===== src/sasc_pkg.sv =====
/*
 Constants for the SAR converter sequencer control block.
 Assumes a 32-bit APB slave with each register on one aligned word.
*/
// Notes on behaviour
// - Trigger field picks what ends sampling; 0000 software, 0111 internal counter.
// - Manual mode samples on software set; auto mode restarts sampling after conversion.
// - Sample bit is 1 while sampling, 0 while holding; hardware may change it.
// - Done flag sets on conversion end, clears on start; software may clear.
// - Resolution bit set selects 12-bit, clear selects 10-bit.
// - Format field: unsigned/signed right justified, unsigned/signed fractional left.
// - Buffer-mode select only acts while extended DMA enable is set.
// - With extended DMA, increment-rate codes 0000/0001 pick one or two channels; the code steps the offset after one or two conversions.
// - Without extended DMA, increment rate counts conversions per event, 1 to 32.
// - Fill mode clear: one 26-word buffer; set: halves at 0 and 12 alternate.
// - Fill mode and half status apply only when channel-indexed buffering is off.
// - Alternate input set toggles Sample A and B selects; clear always A.
// - Scan enable set steps through scan channels; clear means no scanning.
// - Clock-source bit set picks RC clock, clear a system-derived clock.
// - Extended sampling flag reads 1 while sampling continues after sample bit clears.
// - Auto-sample time field gives sampling duration in conversion clock periods.
// - Conversion clock period is value+1 instruction cycles; 64 and above reserved.
// - Buffer-size field allocates 2^value words per channel.
// - Buffer size used only with extended DMA on and buffer-mode select clear.
// - Indirect offset: channel high, index of log2(size) bits, trailing zero.
// - Channel field is 5 bits up to 32 words, 4 at 64, 3 at 128.
// - Offset is OR-ed with DMA base and increments at the increment rate.
package sasc_pkg;
    localparam logic [11:0] OFF_CON1 = 12'h000;
    localparam logic [11:0] OFF_CON2 = 12'h004;
    localparam logic [11:0] OFF_CON3 = 12'h008;
    localparam logic [11:0] OFF_CON4 = 12'h00C;
    localparam logic [11:0] OFF_STAT = 12'h010;
    localparam logic [15:0] CON1_WMASK = 16'hBFF4;
    localparam logic [15:0] CON2_WMASK = 16'hFC7F;
    localparam logic [15:0] CON3_WMASK = 16'hBFFF;
    localparam logic [15:0] CON4_WMASK = 16'h0007;
    localparam int B_ON = 15;
    localparam int B_DMA_BUFFER_MODE_SELECT = 12;
    localparam int B_EXTENDED_DMA_ENABLE = 11;
    localparam int B_RES = 10;
    localparam int B_AUTO_SAMPLE = 2;
    localparam int B_SAMPLE_BIT = 1;
    localparam int B_DONE = 0;
    localparam int B_CIBE = 11;
    localparam int B_SCAN = 10;
    localparam int B_HALF = 7;
    localparam int B_FILL = 1;
    localparam int B_ALT = 0;
    localparam int B_RC = 15;
    localparam int B_EXT = 14;
    localparam logic [3:0] TRIG_SW = 4'h0;
    localparam logic [3:0] TRIG_INT = 4'h1;
    localparam logic [3:0] TRIG_T3 = 4'h2;
    localparam logic [3:0] TRIG_T5 = 4'h3;
    localparam logic [3:0] TRIG_CTMU = 4'h4;
    localparam logic [3:0] TRIG_T1 = 4'h5;
    localparam logic [3:0] TRIG_AUTO = 4'h7;
    localparam logic [4:0] FIFO_LAST = 5'h19;
    localparam logic [4:0] HALF_B_BASE = 5'h0C;
    localparam logic [4:0] HALF_LEN = 5'h0D;
    localparam logic [7:0] DIV_MAX = 8'h3F;
    localparam logic [3:0] CONV_TAD_10 = 4'hC;
    localparam logic [3:0] CONV_TAD_12 = 4'hE;
    localparam int RC_DIV = 4;
    typedef enum logic [1:0] {
        SASC_IDLE = 2'b00,
        SASC_SAMPLE = 2'b01,
        SASC_CONVERT = 2'b11
    } sasc_state_t;
endpackage


===== src/sasc_top.sv =====
/*
 Sequencer control for a SAR converter: registers, sampling and conversion
 sequence, buffer pointer and indirect DMA offset. Assumes trigger pins are
 asynchronous and the analog core is modelled only by timing.
*/
// Design decisions made here: register access over APB and the placing of the registers.
`timescale 1ns/1ps
`default_nettype none
module sasc_top (
    input wire logic pclk,
    input wire logic presetn,
    input wire logic psel,
    input wire logic penable,
    input wire logic pwrite,
    input wire logic [11:0] paddr,
    input wire logic [31:0] pwdata,
    output logic [31:0] prdata,
    output logic pready,
    output logic pslverr,
    input wire logic [5:0] trig_in,
    input wire logic [11:0] conv_data_in,
    output logic [15:0] result_out,
    output logic result_valid,
    output logic [4:0] buf_index,
    output logic [10:0] dma_offset,
    output logic dma_req,
    output logic sample_b_active,
    output logic scan_step,
    output logic rc_clock_sel
);
    import sasc_pkg::*;
    logic [15:0] con1_reg, con2_reg, con3_reg, con4_reg;
    logic [15:0] con1_next, con2_next, con3_next;
    sasc_state_t state_reg;
    logic [5:0] trig_s1_reg, trig_s2_reg, trig_s3_reg;
    logic [7:0] div_reg;
    logic [1:0] rc_reg;
    logic [4:0] sample_bit_cnt_reg;
    logic [3:0] conv_cnt_reg;
    logic [4:0] rate_cnt_reg;
    logic [4:0] buf_reg;
    logic half_reg;
    logic alt_reg;
    logic [6:0] idx_reg;
    logic [4:0] chan_reg;
    logic [31:0] prdata_reg;
    logic [15:0] result_reg;
    logic valid_reg, dma_reg, scan_reg;
    logic [10:0] offset_reg;

    wire wr_en = psel && penable && pwrite;
    wire hit1 = paddr == OFF_CON1;
    wire hit2 = paddr == OFF_CON2;
    wire hit3 = paddr == OFF_CON3;
    wire hit4 = paddr == OFF_CON4;
    wire hit_st = paddr == OFF_STAT;
    wire module_on = con1_reg[B_ON];
    wire ext_dma = con1_reg[B_EXTENDED_DMA_ENABLE];
    wire dma_bm = con1_reg[B_DMA_BUFFER_MODE_SELECT] && ext_dma;
    wire [3:0] trig_src = con1_reg[7:4];
    wire auto_sample = con1_reg[B_AUTO_SAMPLE];
    wire fill_split = con2_reg[B_FILL] && !con2_reg[B_CIBE];
    wire [4:0] rate_sel = con2_reg[6:2];
    wire [4:0] sample_bit_time = con3_reg[12:8];
    wire [7:0] div_sel = (con3_reg[7:0] > DIV_MAX) ? DIV_MAX : con3_reg[7:0];
    wire [2:0] blen = con4_reg[2:0];
    wire pia_mode = ext_dma && !dma_bm;
    wire rc_tick = rc_reg == 2'(RC_DIV - 1);
    wire sys_tick = div_reg >= div_sel;
    wire tad_tick = con3_reg[B_RC] ? rc_tick : sys_tick;
    wire [5:0] trig_rise = trig_s2_reg & ~trig_s3_reg;
    wire sw_write_sample_bit = wr_en && hit1;
    wire sw_clr_sample_bit = sw_write_sample_bit && !pwdata[B_SAMPLE_BIT] && con1_reg[B_SAMPLE_BIT];
    wire sw_set_sample_bit = sw_write_sample_bit && pwdata[B_SAMPLE_BIT];
    wire sample_bit_elapsed = sample_bit_cnt_reg >= sample_bit_time;
    // Trigger decode
    wire trig_hit = (trig_src == TRIG_SW) ? sw_clr_sample_bit :
                    (trig_src == TRIG_INT) ? trig_rise[0] :
                    (trig_src == TRIG_T3) ? trig_rise[1] :
                    (trig_src == TRIG_T5) ? trig_rise[2] :
                    (trig_src == TRIG_CTMU) ? trig_rise[3] :
                    (trig_src == TRIG_T1) ? trig_rise[4] :
                    (trig_src == TRIG_AUTO) ? (tad_tick && sample_bit_elapsed) :
                    trig_rise[5];
    wire in_sample = state_reg == SASC_SAMPLE;
    wire start_conv = module_on && in_sample && trig_hit;
    wire [3:0] conv_len = con1_reg[B_RES] ? CONV_TAD_12 : CONV_TAD_10;
    wire conv_end = state_reg == SASC_CONVERT && tad_tick && conv_cnt_reg == conv_len - 4'h1;
    wire begin_sample_bit = module_on && state_reg == SASC_IDLE &&
                      (sw_set_sample_bit || auto_sample);
    wire [4:0] rate_lim = ext_dma ? {4'h0, rate_sel[0]} : rate_sel;
    wire rate_hit = rate_cnt_reg == rate_lim;
    // Result formatting
    wire [11:0] raw = con1_reg[B_RES] ? conv_data_in : {2'b00, conv_data_in[11:2]};
    wire [15:0] s_sext = con1_reg[B_RES] ? {{4{!raw[11]}}, raw ^ 12'h800} :
                         {{6{!raw[9]}}, raw[9:0] ^ 10'h200};
    wire [15:0] u_left = con1_reg[B_RES] ? {raw, 4'h0} : {raw[9:0], 6'h00};
    wire [15:0] s_left = u_left ^ 16'h8000;
    wire [15:0] formatted = (con1_reg[9:8] == 2'b00) ? {4'h0, raw} :
                            (con1_reg[9:8] == 2'b01) ? s_sext :
                            (con1_reg[9:8] == 2'b10) ? u_left : s_left;
    // Indirect offset
    wire [6:0] idx_mask = 7'((8'h01 << blen) - 8'h01);
    wire [4:0] chan_mask = (blen == 3'h7) ? 5'h07 : (blen == 3'h6) ? 5'h0F : 5'h1F;
    wire [10:0] chan_part = 11'({6'h00, chan_reg & chan_mask} << (4'(blen) + 4'h1));
    wire [10:0] idx_part = {3'h0, idx_reg & idx_mask, 1'b0};
    wire [10:0] offset_now = chan_part | idx_part;
    // Split mode counts within one half; the half flag picks the base
    wire [4:0] buf_next = fill_split ?
                          ((buf_reg == HALF_LEN - 5'h1) ? 5'h00 : buf_reg + 5'h1) :
                          ((buf_reg == FIFO_LAST) ? 5'h00 : buf_reg + 5'h1);
    wire [4:0] buf_addr = (fill_split && half_reg) ? buf_reg + HALF_B_BASE : buf_reg;

    assign con1_next = {con1_reg[15:2] & ~CON1_WMASK[15:2] | pwdata[15:2] & CON1_WMASK[15:2],
                        con1_reg[1:0]};
    assign con2_next = (con2_reg & ~CON2_WMASK) | (pwdata[15:0] & CON2_WMASK);
    assign con3_next = (con3_reg & ~CON3_WMASK) | (pwdata[15:0] & CON3_WMASK);

    always_ff @(posedge pclk or negedge presetn) begin
        if (!presetn) begin
            trig_s1_reg <= 6'h00;
            trig_s2_reg <= 6'h00;
            trig_s3_reg <= 6'h00;
        end else begin
            trig_s1_reg <= trig_in;
            trig_s2_reg <= trig_s1_reg;
            trig_s3_reg <= trig_s2_reg;
        end
    end

    always_ff @(posedge pclk or negedge presetn) begin
        if (!presetn) begin
            div_reg <= 8'h00;
            rc_reg <= 2'h0;
        end else begin
            div_reg <= sys_tick ? 8'h00 : div_reg + 8'h01;
            rc_reg <= rc_tick ? 2'h0 : rc_reg + 2'h1;
        end
    end

    always_ff @(posedge pclk or negedge presetn) begin
        if (!presetn) begin
            con1_reg <= 16'h0000;
            con2_reg <= 16'h0000;
            con3_reg <= 16'h0000;
            con4_reg <= 16'h0000;
            state_reg <= SASC_IDLE;
            sample_bit_cnt_reg <= 5'h00;
            conv_cnt_reg <= 4'h0;
        end else begin
            if (wr_en && hit1) begin
                con1_reg <= con1_next;
            end
            if (wr_en && hit2) begin
                con2_reg <= con2_next;
            end
            if (wr_en && hit3) begin
                con3_reg <= con3_next;
            end
            if (wr_en && hit4) begin
                con4_reg <= pwdata[15:0] & CON4_WMASK;
            end
            if (!module_on) begin
                state_reg <= SASC_IDLE;
                con1_reg[B_SAMPLE_BIT] <= 1'b0;
                con3_reg[B_EXT] <= 1'b0;
            end else begin
                case (state_reg)
                    SASC_IDLE: begin
                        if (begin_sample_bit) begin
                            state_reg <= SASC_SAMPLE;
                            con1_reg[B_SAMPLE_BIT] <= 1'b1;
                            sample_bit_cnt_reg <= 5'h00;
                        end
                    end
                    SASC_SAMPLE: begin
                        if (tad_tick && !sample_bit_elapsed) begin
                            sample_bit_cnt_reg <= sample_bit_cnt_reg + 5'h01;
                        end
                        if (sw_clr_sample_bit && !start_conv) begin
                            con1_reg[B_SAMPLE_BIT] <= 1'b0;
                            con3_reg[B_EXT] <= 1'b1;
                        end
                        if (start_conv) begin
                            state_reg <= SASC_CONVERT;
                            con1_reg[B_SAMPLE_BIT] <= 1'b0;
                            con1_reg[B_DONE] <= 1'b0;
                            con3_reg[B_EXT] <= 1'b0;
                            conv_cnt_reg <= 4'h0;
                        end
                    end
                    SASC_CONVERT: begin
                        if (tad_tick) begin
                            conv_cnt_reg <= conv_cnt_reg + 4'h1;
                        end
                        if (conv_end) begin
                            con1_reg[B_DONE] <= 1'b1;
                            if (auto_sample) begin
                                state_reg <= SASC_SAMPLE;
                                con1_reg[B_SAMPLE_BIT] <= 1'b1;
                                sample_bit_cnt_reg <= 5'h00;
                            end else begin
                                state_reg <= SASC_IDLE;
                            end
                        end
                    end
                    default: begin
                        state_reg <= SASC_IDLE;
                    end
                endcase
                if (wr_en && hit1 && !pwdata[B_DONE] && !conv_end) begin
                    con1_reg[B_DONE] <= 1'b0;
                end
            end
            if (conv_end && rate_hit && fill_split) begin
                con2_reg[B_HALF] <= half_reg ^ (buf_next == 5'h00);
            end
        end
    end

    always_ff @(posedge pclk or negedge presetn) begin
        if (!presetn) begin
            rate_cnt_reg <= 5'h00;
            buf_reg <= 5'h00;
            half_reg <= 1'b0;
            alt_reg <= 1'b0;
            idx_reg <= 7'h00;
            chan_reg <= 5'h00;
            result_reg <= 16'h0000;
            valid_reg <= 1'b0;
            dma_reg <= 1'b0;
            scan_reg <= 1'b0;
            offset_reg <= 11'h000;
        end else begin
            // Registered offset still shows the slot of the transfer being requested
            offset_reg <= offset_now;
            valid_reg <= conv_end;
            dma_reg <= conv_end && rate_hit;
            scan_reg <= conv_end && con2_reg[B_SCAN];
            if (!module_on) begin
                rate_cnt_reg <= 5'h00;
                buf_reg <= 5'h00;
                half_reg <= 1'b0;
                alt_reg <= 1'b0;
            end else if (conv_end) begin
                result_reg <= formatted;
                rate_cnt_reg <= rate_hit ? 5'h00 : rate_cnt_reg + 5'h01;
                alt_reg <= con2_reg[B_ALT] ? !alt_reg : 1'b0;
                if (rate_hit) begin
                    buf_reg <= buf_next;
                    if (fill_split && buf_next == 5'h00) begin
                        half_reg <= !half_reg;
                    end
                    if (pia_mode) begin
                        idx_reg <= (idx_reg + 7'h01) & idx_mask;
                        if ((idx_reg & idx_mask) == idx_mask) begin
                            chan_reg <= (chan_reg + 5'h01) & chan_mask;
                        end
                    end
                end
            end
        end
    end

    always_ff @(posedge pclk or negedge presetn) begin
        if (!presetn) begin
            prdata_reg <= 32'h0000_0000;
        end else if (psel && !penable) begin
            if (hit1) begin
                prdata_reg <= {16'h0000, con1_reg};
            end else if (hit2) begin
                prdata_reg <= {16'h0000, con2_reg};
            end else if (hit3) begin
                prdata_reg <= {16'h0000, con3_reg};
            end else if (hit4) begin
                prdata_reg <= {16'h0000, con4_reg};
            end else if (hit_st) begin
                prdata_reg <= {5'h00, offset_now, 11'h000, buf_addr};
            end else begin
                prdata_reg <= 32'h0000_0000;
            end
        end
    end

    assign prdata = prdata_reg;
    assign pready = 1'b1;
    assign pslverr = 1'b0;
    assign result_out = result_reg;
    assign result_valid = valid_reg;
    assign buf_index = buf_reg;
    assign dma_offset = offset_reg;
    assign dma_req = dma_reg;
    assign sample_b_active = alt_reg;
    assign scan_step = scan_reg;
    assign rc_clock_sel = con3_reg[B_RC];
endmodule
`default_nettype wire


===== config.mk =====
export PLATFORM = sky130hd
export DESIGN_NAME = sasc_top
export DESIGN_NICKNAME = d
export VERILOG_FILES = /design/src/sasc_pkg.sv /design/src/sasc_top.sv
export SDC_FILE = /design/constraint.sdc
export NUM_CORES = 1
export LEC_CHECK = 0
export BUFFER_PORTS_ARGS = -buffer_cell sky130_fd_sc_hd__buf_2
export CAP_MARGIN = 5
export CORE_UTILIZATION = 45
export DETAILED_ROUTE_END_ITERATION = 10
export PLACE_DENSITY = 0.66
export RECOVER_POWER = 100
export SYNTH_ARGS = -nofsm -noshare
export SYNTH_HDL_FRONTEND = slang
export SYNTH_SLANG_ARGS = --single-unit

===== constraint.sdc =====
create_clock -name pclk -period 3.9 [get_ports pclk]
set_clock_uncertainty 0.1 [all_clocks]
set_input_delay 0.585 -clock pclk [delete_from_list [all_inputs] [get_ports pclk]]
set_output_delay 0.585 -clock pclk [all_outputs]
set_load 0.1 [all_outputs]

==> impl_metrics.json, run 1 <==
{
  "clkLatencyLatePin_ns": 0.44,
  "cp.arrival_ns": 3.70,
  "synth_area_leaders": "dfrtp_1, ha_1, mux2_2",
  "worstSetupEndpointType": "flop",
  "initial_core_util": 0.464,
  "first_pass_iters": 5,
  "synth_edf_count": 0,
  "setup_tns_ns": 0,
  "pre_cts_ws_ns": 0.413,
  "slowest_stage": "dfrtp_1",
  "drt_wl_total_um": 21600,
  "ir_drop_v": 0.000319,
  "holdBufCountCts": 0,
  "async_flop_share": 1.00,
  "synth.cell_area_mm2": 0.00879,
  "ff_latch_area_mm2": 0.00418,
  "finalHoldViolCount": 0,
  "cp_max_fo": 14,
  "vias": 6915,
  "place_inst": 1228,
  "synth_top_area_share": 0.475,
  "grt_max_degree": 89,
  "htree_levels": 4,
  "gr-total-overflow": 0,
  "die-area_mm2": 0.0201,
  "yosysSeqAreaShare": 0.475,
  "die_h_um": 142,
  "clock-sinks": 167,
  "fin_ws_ns": 0.425,
  "ios": 138,
  "ys_seq_elements": 167,
  "grt_pass1_vias": 6535,
  "cellLeakagePower_nw": 4.60,
  "synth_common_cells": "dfrtp_1, nand2_1, nor2_1",
  "place.gp.congestion": 0.893,
  "instances_no_fill": 1261,
  "yosys.area.top_type": "dfrtp_1",
  "reg2reg_to": "chan_reg[1]$_DFFE_PN0P_",
  "post_cts_resized": 0,
  "cts_buffers": 17,
  "ff2ff_path_depth": 12,
  "period_minus_slack_ns": 3.47,
  "cts_root_buf": "clkbuf_16",
  "rsz0062_at_grt": "false",
  "utilization": 0.532,
  "core_mm2": 0.0190,
  "synth.most_common_cell": "dfrtp_1",
  "largest_register_ffs": 27,
  "whs_endpoint": "trig_s1_reg[5]$_DFF_PN0_",
  "min_path_type": "in -> reg",
  "holdWs_ns": 0.147,
  "maxCapViolCount": 1,
  "dp_hpwl_um": 15700,
  "ys_types": 85,
  "fin_crit_sh": 0.891,
  "whs_path_depth": 1,
  "die_x_um": 142,
  "finalNetCount": 1091,
  "worst_slew_pin_slew_ns": 2.18,
  "synthFlopType": "dfrtp_1",
  "cp-start-kind": "flop",
  "clockBufferDepth": 2,
  "fill_cells": 1754,
  "rrSetupSlack_ns": 0.43,
  "path_class": "reg -> reg",
  "power.density_mw_per_mm2": 392,
  "path_cells": "inv_1, ha_1, nor2b_1, inv_1, ha_1, nor2b_1, xor2_1, a22oi_1, o2111ai_1, nor4_2, buf_4, mux2_2",
  "cpPeakStageDelay_ns": 0.59,
  "rows": 50,
  "drive_gt1_frac": 0.148,
  "setup_violations": 0,
  "area_delta_synth_final_pct": 14.7,
  "drt_iter0_markers": 449,
  "hp-start": "trig_in[5]",
  "ant_nets": 0,
  "port_buffers": 114,
  "via_per_inst": 5.48,
  "relSlewSlack": -0.453,
  "required_ns": 4.13,
  "post_cts_buffers": 0,
  "drv_slew": 89,
  "multi_input_area_mm2": 0.00423,
  "routedWlPerCell_um": 17.1,
  "antenna_found_initial": 0,
  "synthCells": 874,
  "avgSynthCellArea_um2": 10.1,
  "drc": 0,
  "track_usage": 0.227,
  "grt_pass1_wl_um": 34900,
  "synth_warnings": 0,
  "failed_checks": "capacitance limit, slew limit",
  "r2r_start": "con4_reg[0]$_DFFE_PN0P_",
  "path_clk_slew_ns": 0.07,
  "max_freq_mhz": 288,
  "status": "finished with violations",
  "cts_tree": "done"
}
[critical path: cells and delay by family (launching register included)]
family,cells,cell delay [ns]
AO/OA/AOI/OAI,2,0.50
XOR/XNOR,1,0.11
adder cells (fa/ha/maj),2,0.50
buffers and inverters,3,0.56
flip-flops,1,0.59
multiplexers,1,0.33
AND/OR/NAND/NOR,3,0.68
[worst max path at each step]
stage          depth (start not counted)                       to               startpoint  slack (ns)
6_report                              12  chan_reg[1]$_DFFE_PN0P_  con4_reg[0]$_DFFE_PN0P_        0.43
5_1_grt                                2  con3_reg[8]$_DFFE_PN0P_                  presetn        0.07
4_1_cts                               12  chan_reg[1]$_DFFE_PN0P_  con4_reg[0]$_DFFE_PN0P_        0.41
3_5_place_dp                          12  chan_reg[1]$_DFFE_PN0P_  con4_reg[0]$_DFFE_PN0P_        0.41
3_3_place_gp                          12  chan_reg[1]$_DFFE_PN0P_  con4_reg[0]$_DFFE_PN0P_        0.53
2_1_floorplan                         11  chan_reg[1]$_DFFE_PN0P_  con4_reg[0]$_DFFE_PN0P_        0.87
[metrics by stage]
stage	area (um^2)	power [mW]
after CTS	10200	4.01
after global placement	9620	2.23
after floorplan	8820	2.10
after global routing	10100	4.11
after detailed placement	9620	2.24
final	10100	3.95
[kinds of logic after synthesis]
group           share of synthesized area
simple gates                        0.174
compound gates                      0.153
flops                               0.475
buf+inv                            0.0430
mux                                0.0788
fa+ha+maj                          0.0526
xor+xnor                           0.0219
other cells                      0.000854
[placed cells by master (no fill, tap or decap), types with 4 or more instances in the layout]
master and n:
nor3_1 14, a21o_1 7, dfrtp_1 167, conb_1 9
a31oi_1 11, o21ai_0 51, a21oi_1 39, nor4_1 8
nor2b_1 17, a21boi_0 7, and2_1 4, clkbuf_1 73
buf_4 7, a22o_1 11, a221oi_1 5, and3_1 10
nand2_1 80, inv_1 40, xnor2_1 13, o22ai_1 8
inv_8 5, buf_2 47, clkinv_8 5, mux2i_1 22
ha_1 37, xor2_1 9, nand3_1 37, nand3b_1 5
nor2_1 75, mux2_2 40, nand2b_1 12, nand4_1 4
o31ai_1 20, or3_1 5, clkbuf_16 17, a211o_1 4
[cell type report]
class | count | share of cell area
multi-input cells | 632 | 0.419
clock buffers | 17 | 0.0422
flip-flops and latches | 167 | 0.414
repair buffers | 129 | 0.0567
diodes | 1 | 0.000248
well taps | 260 | 0.0322
clock inverters | 15 | 0.0201
inverters | 40 | 0.0149
[where the power goes]
part	switching, mW	internal, mW	leakage, nW
Clock	0.825	0.933	0.306
Sequential	0.0396	1.77	2.20
Combinational	0.270	0.112	2.09
[per-layer routing]
| metal | up-vias | wire [um] | GRT usage |
|---|---|---|---|
| met5 | - | 0 | 0 |
| met4 | 0 | 459 | 0.0849 |
| met3 | 33 | 886 | 0.0331 |
| met2 | 175 | 10400 | 0.376 |
| met1 | 3360 | 9810 | 0.303 |
| li1 | 3347 | - | - |
Note: power is estimated with default switching activity, not from simulation.
==> run 2: changes to the inputs <==
==> constraint.sdc (replaced) <==
create_clock -name pclk -period 3.9 [get_ports pclk]
set_clock_uncertainty 0.1 [all_clocks]
set_input_delay 0.78 -clock pclk [delete_from_list [all_inputs] [get_ports pclk]]
set_output_delay 0.78 -clock pclk [all_outputs]
set_load 0.1 [all_outputs]
==> run 2 against run 1 <==
  * The flow still finishes with violations (capacitance limit, slew limit)
  * Routed wire length hardly changed
  * Sequential power about the same
  * Via count rose by 0.81%
  * Design area is essentially flat
  * Clock-buffer cell count unchanged
==> impl_metrics.json, run 2 (same netlist as run 1, synthesis figures left out) <==
{
  "place.gp.congestion": 0.889,
  "relSlewSlack": -0.477,
  "die_h_um": 142,
  "use_met1": 0.300,
  "required_ns": 4.12,
  "cp.arrival_ns": 3.86,
  "track_usage": 0.227,
  "num_antenna_cells": 0,
  "first_pass_iters": 5,
  "place_inst": 1229,
  "period_minus_slack_ns": 3.65,
  "finalHoldViolCount": 0,
  "finalPower_mw": 3.91,
  "cp_max_fo": 12,
  "cellLeakagePower_nw": 4.60,
  "fin_ws_ns": 0.255,
  "grt_pass1_wl_um": 35000,
  "failed_checks": "capacitance limit, slew limit",
  "worstSetupEndpointType": "flop",
  "instances_no_fill": 1261,
  "vias": 6971,
  "drt_iter0_markers": 476,
  "holdBufCountCts": 0,
  "htree_levels": 4,
  "cts_tree": "done",
  "port_buffers": 114,
  "post_cts_resized": 0,
  "min_path_type": "reg -> reg",
  "gr-total-overflow": 0,
  "post_cts_buffers": 0,
  "stdcell_area_mm2": 0.0101,
  "layout_common_cells": "dfrtp_1, nand2_1, nor2_1",
  "grt_util_met3": 0.0412,
  "status": "finished with violations",
  "dp_hpwl_um": 15800,
  "setup_tns_ns": 0,
  "dpl-instance-area_mm2": 0.00963,
  "path_clk_slew_ns": 0.08,
  "drive_gt1_frac": 0.151,
  "final_common_cell": "dfrtp_1",
  "routedWlPerCell_um": 17.1,
  "clock-sinks": 167,
  "die-area_mm2": 0.0201,
  "ios": 138,
  "clockBufferDepth": 2,
  "utilization": 0.532,
  "path_class": "in -> reg",
  "max_freq_mhz": 274,
  "ant_nets": 0,
  "ir_drop_v": 0.000308,
  "fin_crit_sh": 0.935,
  "finalNetCount": 1092,
  "worst_slew_pin_slew_ns": 2.22,
  "rsz0062_at_grt": "false",
  "grt_max_degree": 91,
  "drt_wl_total_um": 21600,
  "die_x_um": 142,
  "area_delta_synth_final_pct": 14.6,
  "core_mm2": 0.0190,
  "cts_buffers": 17,
  "pre_cts_ws_ns": 0.336,
  "drv_slew": 91,
  "clkLatencyLatePin_ns": 0.44,
  "maxCapViolCount": 1,
  "power.density_mw_per_mm2": 388,
  "via_per_inst": 5.53,
  "drc": 0,
  "groute.layer.met2.usage": 0.373,
  "holdWs_ns": 0.251,
  "cts_root_buf": "clkbuf_16",
  "grt-busiest-layer": "met2",
  "setup_violations": 0,
  "initial_core_util": 0.464,
  "cp-start-kind": "primary input",
  "rows": 50,
  "antenna_found_initial": 0,
  "grt_pass1_vias": 6649,
  "largest_register_ffs": 27
}
[run 2: worst paths after layout]
path	startpoint	endpoint	slack [ns]	depth (start not counted)
max	paddr[7]	con3_reg[8]$_DFFE_PN0P_	0.25	7
min	trig_s1_reg[0]$_DFF_PN0_	trig_s2_reg[0]$_DFF_PN0_	0.25	0
max reg2reg	con3_reg[6]$_DFFE_PN0P_	result_out[14]$_DFFE_PN0P_	0.39	10
min reg2reg	trig_s1_reg[0]$_DFF_PN0_	trig_s2_reg[0]$_DFF_PN0_	0.25	0
max in group asynchronous	presetn	state_reg[0]$_DFFE_PN0P_	0.95	2
min in group asynchronous	presetn	prdata[25]$_DFFE_PN0P_	0.87	1
[run 2: critical path: stages]
cell and delay [ns]:
buf_2 0.09, or4_1 0.65, nor2_1 0.32, nand2_1 0.38, nor4_1 0.93, buf_4 0.36, mux2_2 0.35
[run 2: power by group]
group          total (mW)  switching, mW  leakage, nW  internal [mW]
logic               0.385          0.270         2.10          0.115
registers            1.81         0.0389         2.20           1.77
clock network        1.72          0.840        0.300          0.877
total                3.91           1.15         4.60           2.76
[run 2: layer usage]
metal,part of all wire,vias to the layer above,routed length [um]
met5,0,-,0
met4,0.020,0,430
met3,0.042,33,896
met2,0.49,158,10500
met1,0.45,3423,9750
li1,-,3357,-
[run 2: layout make-up]
type,count,area [um^2]
Clock buffer,17,425
Clock inverter,15,199
Fill cell,1797,8870
Inverter,40,150
Multi-Input combinational cell,632,4220
Sequential cell,167,4180
Tap cell,260,325
Timing Repair Buffer,130,587
